--- config.mk ---
export PLATFORM = sky130hd
export DESIGN_NAME = vic_top
export DESIGN_NICKNAME = d
export VERILOG_FILES = /design/src/vic_pkg.sv /design/src/vic_top.sv
export SDC_FILE = /design/constraint.sdc
export NUM_CORES = 1
export LEC_CHECK = 0
export BUFFER_PORTS_ARGS = -buffer_cell sky130_fd_sc_hd__buf_2
export CAP_MARGIN = 10
export CORE_AREA = 5 5 239 148
export CTS_CLUSTER_DIAMETER = 60
export DETAILED_ROUTE_END_ITERATION = 8
export DIE_AREA = 0 0 244 153
export PLACE_DENSITY = 0.9
export SYNTH_ARGS = -nofsm -noshare
export SYNTH_HDL_FRONTEND = slang
export SYNTH_SLANG_ARGS = --single-unit
--- constraint.sdc ---
create_clock -name aclk -period 39.1 [get_ports aclk]
set_input_delay 1.955 -clock aclk [delete_from_list [all_inputs] [get_ports aclk]]
set_output_delay 1.955 -clock aclk [all_outputs]
set_load 0.03 [all_outputs]
--- src/vic_pkg.sv ---
// constants, register map and request record of the vectored interrupt controller
package vic_pkg;
	// request and trap slots
	localparam int NREQ       = 66;
	localparam int NTRAP      = 8;
	localparam int VEC_W      = 7;
	localparam int LVL_W      = 4;
	localparam int PRIO_W     = 3;
	localparam int ADDR_W     = 24;
	localparam int VEC_ENTRIES = 126;
	localparam logic [NREQ-1:0]  REQ_IMPL  = 66'h2_0000_0000_20DB_3FEF;
	localparam logic [NTRAP-1:0] TRAP_IMPL = 8'h1E;
	localparam logic [VEC_W-1:0] REQ_VEC_BASE = 7'h08;

	// program-memory addresses
	localparam logic [ADDR_W-1:0] RESET_ADDR = 24'h00_0000;
	localparam logic [ADDR_W-1:0] PRI_FIRST  = 24'h00_0004;
	localparam logic [ADDR_W-1:0] ALT_BASE   = 24'h00_0100;
	localparam logic [ADDR_W-1:0] ALT_FIRST  = 24'h00_0104;
	localparam logic [ADDR_W-1:0] CODE_START = 24'h00_0200;

	// priority levels
	localparam logic [PRIO_W-1:0] PRIO_OFF   = 3'h0;
	localparam logic [LVL_W-1:0]  TRAP_LEVEL = 4'h8;
	localparam logic [LVL_W-1:0]  CPUL_RST   = 4'h0;

	// register byte offsets
	localparam int AXI_AW = 8;
	localparam logic [AXI_AW-1:0] OFS_FLAG  = 8'h00;
	localparam logic [AXI_AW-1:0] OFS_EN    = 8'h10;
	localparam logic [AXI_AW-1:0] OFS_PRIO  = 8'h20;
	localparam logic [AXI_AW-1:0] OFS_CTL2  = 8'h50;
	localparam logic [AXI_AW-1:0] OFS_CPUL  = 8'h54;
	localparam logic [AXI_AW-1:0] OFS_TAKEN = 8'h58;
	localparam logic [AXI_AW-1:0] OFS_TRAP  = 8'h5C;
	localparam int FLAG_WORDS = 3;
	localparam int PRIO_WORDS = 9;
	localparam int FLAG_PAD   = FLAG_WORDS * 32 - NREQ;
	localparam int PRIO_PAD   = PRIO_WORDS * 32 - NREQ * 4;

	// field positions and reset values
	localparam int ALT_SEL_BIT   = 15;
	localparam int TAKEN_LVL_POS = 8;
	localparam logic ALT_SEL_RST = 1'b0;

	// bus responses
	localparam logic [1:0] RESP_OKAY   = 2'b00;
	localparam logic [1:0] RESP_SLVERR = 2'b10;

	typedef struct packed {
		logic              valid;
		logic [VEC_W-1:0]  vec;
		logic [ADDR_W-1:0] addr;
		logic [LVL_W-1:0]  level;
	} vic_req_t;
endpackage

--- src/vic_top.sv ---
// vectored interrupt controller with axi4-lite register slave
//
// Our own choices: the register addresses and the AXI4-Lite slave port.
`timescale 1ns/10ps

module vic_top (
	// clock and reset
	input  wire logic                         aclk,
	input  wire logic                         aresetn,
	// axi4-lite write channels
	input  wire logic [vic_pkg::AXI_AW-1:0]   s_axi_awaddr,
	input  wire logic                         s_axi_awvalid,
	output logic                              s_axi_awready,
	input  wire logic [31:0]                  s_axi_wdata,
	input  wire logic [3:0]                   s_axi_wstrb,
	input  wire logic                         s_axi_wvalid,
	output logic                              s_axi_wready,
	output logic [1:0]                        s_axi_bresp,
	output logic                              s_axi_bvalid,
	input  wire logic                         s_axi_bready,
	// axi4-lite read channels
	input  wire logic [vic_pkg::AXI_AW-1:0]   s_axi_araddr,
	input  wire logic                         s_axi_arvalid,
	output logic                              s_axi_arready,
	output logic [31:0]                       s_axi_rdata,
	output logic [1:0]                        s_axi_rresp,
	output logic                              s_axi_rvalid,
	input  wire logic                         s_axi_rready,
	// peripheral and trap event pulses
	input  wire logic [vic_pkg::NREQ-1:0]     req_event,
	input  wire logic [vic_pkg::NTRAP-1:0]    trap_event,
	// cpu sequencer
	output vic_pkg::vic_req_t                 cpu_req,
	input  wire logic                         cpu_ack,
	input  wire logic                         cpu_return,
	output logic [vic_pkg::LVL_W-1:0]         cpu_level
);
	import vic_pkg::*;

	// bus slave state
	logic                  aw_have_r;
	logic                  w_have_r;
	logic [AXI_AW-1:0]     waddr_r;
	logic [31:0]           wdata_r;
	logic [3:0]            wstrb_r;
	logic                  awready_r;
	logic                  wready_r;
	logic                  bvalid_r;
	logic [1:0]            bresp_r;
	logic                  arready_r;
	logic                  rvalid_r;
	logic [31:0]           rdata_r;
	logic [1:0]            rresp_r;

	// controller state
	logic [NREQ-1:0]       flag_r;
	logic [NREQ-1:0]       en_r;
	logic [PRIO_W-1:0]     prio_r [NREQ];
	logic [NTRAP-1:0]      trap_r;
	logic                  alt_r;
	logic [LVL_W-1:0]      cpul_r;
	logic [LVL_W-1:0]      saved_lvl_r;
	logic [VEC_W-1:0]      taken_vec_r;
	logic [LVL_W-1:0]      taken_lvl_r;
	vic_req_t              req_r;
	vic_req_t              req_nxt;

	// bus handshakes
	wire                   aw_take = s_axi_awvalid & awready_r;
	wire                   w_take  = s_axi_wvalid & wready_r;
	wire                   ar_take = s_axi_arvalid & arready_r;
	wire                   wr_go   = aw_have_r & w_have_r & ~bvalid_r;
	wire                   aw_have_nxt = (aw_have_r & ~wr_go) | aw_take;
	wire                   w_have_nxt  = (w_have_r & ~wr_go) | w_take;
	wire                   bvalid_nxt  = (bvalid_r & ~s_axi_bready) | wr_go;
	wire                   rvalid_nxt  = (rvalid_r & ~s_axi_rready) | ar_take;
	wire [5:0]             wword = waddr_r[AXI_AW-1:2];
	wire [5:0]             rword = s_axi_araddr[AXI_AW-1:2];
	wire [31:0]            wmask = {{8{wstrb_r[3]}}, {8{wstrb_r[2]}},
	                                {8{wstrb_r[1]}}, {8{wstrb_r[0]}}};
	wire [31:0]            wd_m  = wdata_r & wmask;

	// write decode
	wire [FLAG_WORDS-1:0]  wr_flag;
	wire [FLAG_WORDS-1:0]  wr_en;
	wire [PRIO_WORDS-1:0]  wr_prio;
	wire                   wr_ctl2  = wr_go & (wword == OFS_CTL2[AXI_AW-1:2]);
	wire                   wr_cpul  = wr_go & (wword == OFS_CPUL[AXI_AW-1:2]);
	wire                   wr_trap  = wr_go & (wword == OFS_TRAP[AXI_AW-1:2]);
	wire                   wr_taken = wr_go & (wword == OFS_TAKEN[AXI_AW-1:2]);
	wire                   wr_hit   = (|wr_flag) | (|wr_en) | (|wr_prio) |
	                                  wr_ctl2 | wr_cpul | wr_trap | wr_taken;

	// read views
	wire [FLAG_WORDS*32-1:0] flag_flat = {{FLAG_PAD{1'b0}}, flag_r};
	wire [FLAG_WORDS*32-1:0] en_flat   = {{FLAG_PAD{1'b0}}, en_r};
	wire [PRIO_WORDS*32-1:0] prio_flat;
	assign prio_flat[PRIO_WORDS*32-1:NREQ*4] = {PRIO_PAD{1'b0}};

	genvar k;
	generate
		for (k = 0; k < FLAG_WORDS; k++) begin : g_fw
			assign wr_flag[k] = wr_go &
				(wword == OFS_FLAG[AXI_AW-1:2] + 6'(k));
			assign wr_en[k] = wr_go &
				(wword == OFS_EN[AXI_AW-1:2] + 6'(k));
		end
		for (k = 0; k < PRIO_WORDS; k++) begin : g_pw
			assign wr_prio[k] = wr_go &
				(wword == OFS_PRIO[AXI_AW-1:2] + 6'(k));
		end
	endgenerate

	// per-request flag, enable and level
	genvar i;
	generate
		for (i = 0; i < NREQ; i++) begin : g_src
			localparam int W  = i / 32;
			localparam int B  = i % 32;
			localparam int PW = i / 8;
			localparam int PN = i % 8;
			// a set in the clearing cycle wins over the clear
			always_ff @(posedge aclk) begin
				if (!aresetn) begin
					flag_r[i] <= 1'b0;
				end else begin
					flag_r[i] <= REQ_IMPL[i] & (req_event[i] |
						(flag_r[i] & ~(wr_flag[W] & wd_m[B])));
				end
			end
			always_ff @(posedge aclk) begin
				if (!aresetn) begin
					en_r[i] <= 1'b0;
				end else if (wr_en[W] & wmask[B]) begin
					en_r[i] <= wdata_r[B] & REQ_IMPL[i];
				end
			end
			always_ff @(posedge aclk) begin
				if (!aresetn) begin
					prio_r[i] <= PRIO_OFF;
				end else if (wr_prio[PW] & wstrb_r[PN/2]) begin
					prio_r[i] <= wdata_r[PN*4 +: PRIO_W];
				end
			end
			assign prio_flat[i*4 +: 4] = {1'b0, prio_r[i]};
		end
	endgenerate

	// read mux
	logic [31:0] rd_data;
	logic        rd_hit;
	always_comb begin
		rd_data = 32'h0000_0000;
		rd_hit  = 1'b1;
		if (rword == OFS_CTL2[AXI_AW-1:2]) begin
			rd_data[ALT_SEL_BIT] = alt_r;
		end else if (rword == OFS_CPUL[AXI_AW-1:2]) begin
			rd_data[LVL_W-1:0] = cpul_r;
		end else if (rword == OFS_TAKEN[AXI_AW-1:2]) begin
			rd_data[VEC_W-1:0] = taken_vec_r;
			rd_data[TAKEN_LVL_POS +: LVL_W] = taken_lvl_r;
		end else if (rword == OFS_TRAP[AXI_AW-1:2]) begin
			rd_data[NTRAP-1:0] = trap_r;
		end else begin
			rd_hit = 1'b0;
		end
		for (int w = 0; w < FLAG_WORDS; w++) begin
			if (rword == OFS_FLAG[AXI_AW-1:2] + 6'(w)) begin
				rd_data = flag_flat[w*32 +: 32];
				rd_hit  = 1'b1;
			end
			if (rword == OFS_EN[AXI_AW-1:2] + 6'(w)) begin
				rd_data = en_flat[w*32 +: 32];
				rd_hit  = 1'b1;
			end
		end
		for (int w = 0; w < PRIO_WORDS; w++) begin
			if (rword == OFS_PRIO[AXI_AW-1:2] + 6'(w)) begin
				rd_data = prio_flat[w*32 +: 32];
				rd_hit  = 1'b1;
			end
		end
	end

	// arbitration: highest level first, then lowest request number
	logic [VEC_W-1:0]  best_idx;
	logic [PRIO_W-1:0] best_p;
	logic              best_hit;
	logic [VEC_W-1:0]  trap_idx;
	logic              trap_hit;
	wire [NTRAP-1:0]   trap_act = trap_r & TRAP_IMPL;
	always_comb begin
		best_idx = '0;
		best_p   = PRIO_OFF;
		best_hit = 1'b0;
		// walk downward so an equal level at a lower number takes over
		for (int n = NREQ - 1; n >= 0; n--) begin
			if (flag_r[n] & en_r[n] & (prio_r[n] != PRIO_OFF) &
			    (prio_r[n] >= best_p)) begin
				best_idx = VEC_W'(n);
				best_p   = prio_r[n];
				best_hit = 1'b1;
			end
		end
		trap_idx = '0;
		trap_hit = 1'b0;
		for (int n = NTRAP - 1; n >= 0; n--) begin
			if (trap_act[n]) begin
				trap_idx = VEC_W'(n);
				trap_hit = 1'b1;
			end
		end
	end

	// request record toward the cpu
	wire [ADDR_W-1:0] tbl_first = alt_r ? ALT_FIRST : PRI_FIRST;
	wire              trap_go = trap_hit & (cpul_r < TRAP_LEVEL);
	wire              user_go = best_hit & ({1'b0, best_p} > cpul_r);
	wire [VEC_W-1:0]  sel_vec = trap_go ? trap_idx :
	                            best_idx + REQ_VEC_BASE;
	always_comb begin
		req_nxt       = '0;
		req_nxt.valid = trap_go | user_go;
		req_nxt.vec   = sel_vec;
		req_nxt.addr  = tbl_first + {16'h0000, sel_vec, 1'b0};
		req_nxt.level = trap_go ? TRAP_LEVEL : {1'b0, best_p};
	end

	wire ack_go = cpu_ack & req_r.valid;

	// one registered stage each way keeps entry and return latency fixed
	always_ff @(posedge aclk) begin
		if (!aresetn) begin
			req_r <= '0;
		end else if (ack_go) begin
			req_r <= '0;
		end else begin
			req_r <= req_nxt;
		end
	end

	always_ff @(posedge aclk) begin
		if (!aresetn) begin
			taken_vec_r <= '0;
			taken_lvl_r <= CPUL_RST;
			saved_lvl_r <= CPUL_RST;
		end else if (ack_go) begin
			taken_vec_r <= req_r.vec;
			taken_lvl_r <= req_r.level;
			saved_lvl_r <= cpul_r;
		end
	end

	always_ff @(posedge aclk) begin
		if (!aresetn) begin
			cpul_r <= CPUL_RST;
		end else if (ack_go) begin
			cpul_r <= req_r.level;
		end else if (cpu_return) begin
			cpul_r <= saved_lvl_r;
		end else if (wr_cpul & wstrb_r[0]) begin
			cpul_r <= {cpul_r[LVL_W-1], wdata_r[LVL_W-2:0]};
		end
	end

	always_ff @(posedge aclk) begin
		if (!aresetn) begin
			trap_r <= '0;
			alt_r  <= ALT_SEL_RST;
		end else begin
			trap_r <= TRAP_IMPL & (trap_event |
				(trap_r & ~({NTRAP{wr_trap}} & wd_m[NTRAP-1:0])));
			if (wr_ctl2 & wstrb_r[ALT_SEL_BIT/8]) begin
				alt_r <= wdata_r[ALT_SEL_BIT];
			end
		end
	end

	// axi4-lite write path
	always_ff @(posedge aclk) begin
		if (!aresetn) begin
			aw_have_r <= 1'b0;
			w_have_r  <= 1'b0;
			awready_r <= 1'b0;
			wready_r  <= 1'b0;
			bvalid_r  <= 1'b0;
			bresp_r   <= RESP_OKAY;
		end else begin
			aw_have_r <= aw_have_nxt;
			w_have_r  <= w_have_nxt;
			awready_r <= ~aw_have_nxt & ~bvalid_nxt;
			wready_r  <= ~w_have_nxt & ~bvalid_nxt;
			bvalid_r  <= bvalid_nxt;
			if (wr_go) begin
				bresp_r <= wr_hit ? RESP_OKAY : RESP_SLVERR;
			end
		end
	end

	always_ff @(posedge aclk) begin
		if (!aresetn) begin
			waddr_r <= '0;
			wdata_r <= 32'h0000_0000;
			wstrb_r <= 4'h0;
		end else begin
			if (aw_take) begin
				waddr_r <= s_axi_awaddr;
			end
			if (w_take) begin
				wdata_r <= s_axi_wdata;
				wstrb_r <= s_axi_wstrb;
			end
		end
	end

	// axi4-lite read path
	always_ff @(posedge aclk) begin
		if (!aresetn) begin
			arready_r <= 1'b0;
			rvalid_r  <= 1'b0;
			rdata_r   <= 32'h0000_0000;
			rresp_r   <= RESP_OKAY;
		end else begin
			arready_r <= ~rvalid_nxt;
			rvalid_r  <= rvalid_nxt;
			if (ar_take) begin
				rdata_r <= rd_data;
				rresp_r <= rd_hit ? RESP_OKAY : RESP_SLVERR;
			end
		end
	end

	assign s_axi_awready = awready_r;
	assign s_axi_wready  = wready_r;
	assign s_axi_bvalid  = bvalid_r;
	assign s_axi_bresp   = bresp_r;
	assign s_axi_arready = arready_r;
	assign s_axi_rvalid  = rvalid_r;
	assign s_axi_rdata   = rdata_r;
	assign s_axi_rresp   = rresp_r;
	assign cpu_req       = req_r;
	assign cpu_level     = cpul_r;
endmodule

* Yosys cells after proc, flatten, opt, wreduce, memory -nomap -nowiden
Memory sizes are Yosys's and may differ from the RTL's.
Index checks and enable logic that the tools add are counted.
** Storage, ports and cells
- Bits of input ports :: 135
- Logic and storage cells :: 757
- Register bits :: 188
- Memory bits (writable) :: 198
- Memories :: 1
- Output and inout port bits :: 81
** Memories
- prio_r :: words 66, bits a word 3, rd ports 66, clocked after memory_dff 0, wr ports 66, RTL line vic_top.sv:58 : logic [PRIO_W-1:0] prio_r [NREQ];
** Operators by class
- Bitwise logic cells :: 311
- Add/sub/neg operators :: 2
- Order comparisons :: 23
- Reductions and logical operators :: 30
- Equality and inequality tests :: 36
- Muxes and demuxes :: 287
** Operator list (number)
- 2-to-1 mux 32 bit :: 14
- 2-to-1 mux 3 bit :: 89
- 2-to-1 mux 7 bit :: 26
- AND 1 bit :: 178
- 2-to-1 mux 1 bit :: 146
- OR 1 bit :: 98
- == test 6 x 4 -> 1 bit, second input constant :: 16
- nonzero test 3 bit :: 22
- == test 6 x 5 -> 1 bit, second input constant :: 10
- greater-or-equal comparator 3 bit :: 20
- == test 6 x 3 -> 1 bit, second input constant :: 6
- AND 30 bit :: 1
- 2-to-1 mux 30 bit :: 1
- NOT 1 bit :: 30
- 2-to-1 mux 4 bit :: 5
- == test 6 x 1 -> 1 bit, second input constant :: 2
- == test 6 x 2 -> 1 bit, second input constant :: 2
- logical NOT 6 bit :: 2
- 2-to-1 mux 12 bit :: 1
- adder 9 x 8 -> 10 bit :: 1
- AND 5 bit :: 2
- 2-to-1 mux 9 bit :: 1
- OR reduction 3 bit :: 3
- OR reduction 9 bit :: 1
- 11 further kinds :: 12

* Depth between registers and ports, before layout
An unclocked memory read counts as a cell.
- Depth in word-level cells :: 68
- Mapped depth :: 149
- Mapped depth without buffers :: 149

* Worst setup path after synthesis
No wires, ideal clock.
- Path type :: reg2reg
- Start :: register flag_r[65], in the netlist flag_flat[65]
- End :: register req_r (netlist bit cpu_req[12])
- Library setup time :: 0.072 ns
- Required time :: 39.028 ns
- Clock period less this slack :: 27.838 ns
- Buffers on the path :: 0
- Cell stages (with the launch flop) :: 143
- Path slack :: 11.262 ns
- Data arrival time :: 27.767 ns
- Cells stage by stage :: dfxtp_1 -> and2_1 -> nand2_1 -> ha_1 -> a21oi_2 -> o21a_4 -> nor2_1 -> o31ai_1 -> mux2_2 -> ha_1 -> nand2b_1 -> a31o_1 -> a31oi_1 -> or2b_1 -> mux2_2 -> ha_1 -> nand2b_1 -> o211ai_1 -> [107 not listed] -> o21ai_1 -> a31oi_1 -> o21ai_0 -> a21boi_0 -> ha_1 -> nand2b_1 -> a21o_1 -> a21oi_1 -> nor2_1 -> inv_1 -> o211ai_1 -> or4_4 -> nor2_1 -> ha_1 -> nand4_1 -> o21bai_1 -> or4_1 -> a21oi_1
** On the way
- Longest elaborated chain between the ends :: 67
- Elaborated cells on any way between the ends :: 87
- Those cells by class :: add/sub (2); order compare (20); mux (42); bitwise (23)
** RTL lines
- start: declaration :: RTL line vic_top.sv:56 : logic [NREQ-1:0] flag_r;
- start signal: indexed assignment :: RTL line vic_top.sv:127 : flag_r[i] <= REQ_IMPL[i] & (req_event[i] |
- AND 1 bit * (3 in series) :: RTL line vic_top.sv:198 : if (flag_r[n] & en_r[n] & (prio_r[n] != PRIO_OFF) &
- 2-to-1 mux 3 bit :: RTL line vic_top.sv:198
- greater-or-equal comparator 3 bit :: RTL line vic_top.sv:199 : (prio_r[n] >= best_p)) begin
- AND 1 bit :: RTL line vic_top.sv:198
- 2-to-1 mux 3 bit :: RTL line vic_top.sv:198
- greater-or-equal comparator 3 bit :: RTL line vic_top.sv:199
- AND 1 bit :: RTL line vic_top.sv:198
- 2-to-1 mux 3 bit :: RTL line vic_top.sv:198
- [49 not listed]
- AND 1 bit :: RTL line vic_top.sv:198
- 2-to-1 mux 3 bit :: RTL line vic_top.sv:198
- greater-or-equal comparator 3 bit :: RTL line vic_top.sv:199
- AND 1 bit :: RTL line vic_top.sv:198
- 2-to-1 mux 7 bit * :: RTL line vic_top.sv:198
- adder 7 x 4 -> 7 bit * :: RTL line vic_top.sv:220 : best_idx + REQ_VEC_BASE;
- 2-to-1 mux 7 bit * :: RTL line vic_top.sv:219 : wire [VEC_W-1:0] sel_vec = trap_go ? trap_idx :
- adder 9 x 8 -> 10 bit * :: RTL line vic_top.sv:225 : req_nxt.addr = tbl_first + {16'h0000, sel_vec, 1'b0};
- end signal: assignment :: RTL line vic_top.sv:238 : req_r <= req_nxt;
- end: declaration :: RTL line vic_top.sv:65 : vic_req_t req_r;
Every way passes the cells marked *; elsewhere a longest branch is shown, timed or not.
A chain may end at the register's enable or synchronous reset.

==> reports/results.txt <==
# diodes: 0
Slowest stage cell, crit path: a2111oi_0
RD Place Congestion: 1.011
Yosys reg bits: 363
Gr busiest metal: met1
Asr flop ratio synth: 0
Compound-Gate Fraction of Synth Area: 0.1956
Syn_area_per_cell: 9.182 um^2
Crit end category: register
Post-synth EDFFs: 198
CP most frequent cell: ha_1
Largest net degree at the start of global routing: 90
Post-synthesis xor/xnor area fraction: 0.0004595
Vias in the first global route: 16.38k
Port bufs: 141
Post-DP HPWL: 47530 um
Synth cell types: 104
Final Hold Viols: 0
Netlist area before placement: 19060 um^2
CP peak stage delay: 630 ps
Power Density: 40.26 nW/um^2
Main synth FF type: edfxtp_1
Clk_lat worst skew: 570 ps
Initial antenna violation count: 0
Sink Count: 363
DRC: 0
CP max FO: 7
Ports: 216
CTS tree: done
Synthesized instance count: 2076
Sequential cell area fraction in the yosys report: 0.4852
Grt met1 use: 0.4829
Final setup fails: 0
Crit path from: prio_r[32][4]
H-tree Lvls: 2
Clk pin slew, worst setup/hold paths: 70 ps
Core footprint: 33050 um^2
Flop pwr share: 0.507
Worst slew pin tran: 1206 ps
Slew headroom: 0.1896
Post-Synth Adder-Cell Area: 0.02245
Post-synthesis simple-gate area fraction: 0.2364
Share of cells above drive strength 1: 0.1317
RSZ-0062 raised after global routing: false
CTS Buffer Depth: 3
Resize count post-CTS: 0
Pint: 0.6292 mW
Min-Delay Path Class: register to register
Area Growth Syn to Fin: 11.35%
FMAX: 29.67 MHz
Ys Warns: 0
Post-CTS setup buffer count: 0
GRT Total Usage: 0.3383
Data arrival time of the worst path: 34160 ps
Max-slew violation count: 0
Drt pass-1 iters: 9
Minimum clock period: 33700 ps
First-pass GRT wire length: 98260 um
GR Util met2: 0.4771
Most common cell after layout, fill and taps aside: nand2_1
Cts bufs inserted: 36
Clock Skews: 30.16 ps
Largest family of logic cells by synthesized area: simple AND/OR/NAND/NOR gates
CP Data Required Time: 39560 ps
Reg2reg start: prio_r[32][4]
WL/cell: 25.04 um
Logic pwr share: 0.069
Multiplexer area fraction after synthesis: 0.02120
Die X-Extent: 244 um
Post-layout util: 0.6422
Vias per cell: 6.721
Commonest cells after routing, fill and taps aside: nand2_1 (310), and2_1 (220), edfxtp_1 (198)
Switching Power: 0.2254 mW
DR iter-0 viols: 3265
Switch share: 0.2638
Final period util: 0.8620
Leak pwr: 8.160 nW
Status: finished clean
Max_cap viols: 0
Antenna viol nets, final: 0
Hold_buf cts: 0
Crit path capture: cpu_req[12]
Clock root buffer: clkbuf_16
VDD IR max: 37.62 uV
Drt total wl: 65950 um
Nets: 2340
Worst Setup Start Kind: register
Hold slack: 453.0 ps
Die area: 37330 um^2
Reg2reg end: cpu_req[12]
Met3 Use GR: 0.1237
Design Power: 0.8546 mW
Starting Density: 0.5767
Via Count: 17.70k
Area post-placement: 20010 um^2
Setup TNS: 0 ps
Num rows: 52
Slack of the worst reg-to-reg path: 5400 ps
Remaining Overflow, GRT: 0
Reg2reg path depth: 141
Fin area: 21230 um^2
Overall die height: 153 um
Worst Setup Path Type: register to register
Clk pwr share: 0.423
[how the worst min path moves through the flow]
stage / from / end / slack, ps / cells past startpoint
after floorplan: aw_have_r / s_axi_awready / 410 / 1
after global placement: aw_have_r / s_axi_awready / 430 / 1
after detailed placement: s_axi_rdata[23] / s_axi_rdata[23] / 440 / 2
after CTS: s_axi_rdata[23] / s_axi_rdata[23] / 450 / 2
after global routing: s_axi_rdata[23] / s_axi_rdata[23] / 470 / 2
final: s_axi_rdata[23] / s_axi_rdata[23] / 450 / 2
[metrics by stage]
stage                     std cells  setup slack, ps
final                          2634             5395
after global routing           2634             3447
after global placement         2568             7649
after floorplan                2095            11260
after CTS                      2634             6408
after detailed placement       2568             6669
[power groups by stage]
stage          Combinational (mW)  Sequential (mW)  Clock, mW
2_1_floorplan              0.0347            0.437          0
3_3_place_gp               0.0551            0.439          0
3_5_place_dp               0.0570            0.440          0
4_1_cts                    0.0574            0.432      0.361
5_1_grt                    0.0627            0.434      0.378
6_report                   0.0590            0.434      0.362
[critical path, delay by kind of cell (launching register included)]
| family | cells | cell delay [ps] |
|---|---|---|
| compound gates | 59 | 13820 |
| simple gates | 44 | 8380 |
| fa+ha+maj | 24 | 7020 |
| mux | 9 | 3360 |
| buf+inv | 5 | 560 |
| flops | 1 | 450 |
[kinds of logic (layout without fill, tap and decap cells)]
group | count (synthesis) | in the layout
xor+xnor | 1 | 1
buf+inv | 173 | 280
mux | 38 | 38
simple gates | 919 | 919
other cells | 1 | 20
compound gates | 546 | 546
flops | 363 | 363
fa+ha+maj | 35 | 35
[state kept, by name, summed over array words and instances, names as in the netlist, 4 cells and up]
signal	cells
s_axi_rdata	30
prio_r	198
waddr_r	6
wdata_r	30
saved_lvl_r	4
flag_flat	21
cpu_req	20
en_flat	21
wstrb_r	4
trap_r	4
taken_vec_r	7
taken_lvl_r	4
cpu_level	4
[routing by layer]
metal,up-vias,part of all wire
met1,8281,0.37
li1,7659,-
met5,-,0
met4,0,0.046
met2,1489,0.41
met3,274,0.18
[cell type report]
type | instances | area, um^2
sequential | 363 | 9249
inverter | 52 | 197.7
clock buffer | 45 | 987.2
fill | 2581 | 11830
timing repair buffer | 162 | 863.3
multi-input combinational | 1559 | 9160
clock inverter | 21 | 227.7
tap | 432 | 540.5
[cell usage after synthesis, drive strengths merged, types with 9 or more instances]
library cell / count / area share
o211ai: 23 / 0.0091
or3: 11 / 0.0036
nor3: 28 / 0.0088
inv: 51 / 0.010
and2: 222 / 0.073
ha: 31 / 0.020
a222oi: 12 / 0.0063
o22ai: 9 / 0.0039
nand3: 69 / 0.018
nor2: 172 / 0.034
and3: 27 / 0.0089
a221oi: 16 / 0.0074
a22o: 9 / 0.0041
nand4: 9 / 0.0037
nand2: 312 / 0.062
o221ai: 17 / 0.0078
edfxtp: 198 / 0.31
a31oi: 21 / 0.0077
nand2b: 29 / 0.0095
buf: 28 / 0.0099
nor2b: 18 / 0.0063
dfxtp: 165 / 0.17
o21a: 14 / 0.0060
a22oi: 35 / 0.014
clkbuf: 93 / 0.018
a21oi: 184 / 0.049
mux2: 16 / 0.0095
mux2i: 22 / 0.012
o21ai: 97 / 0.027
Power figures use the tool's default switching activity.
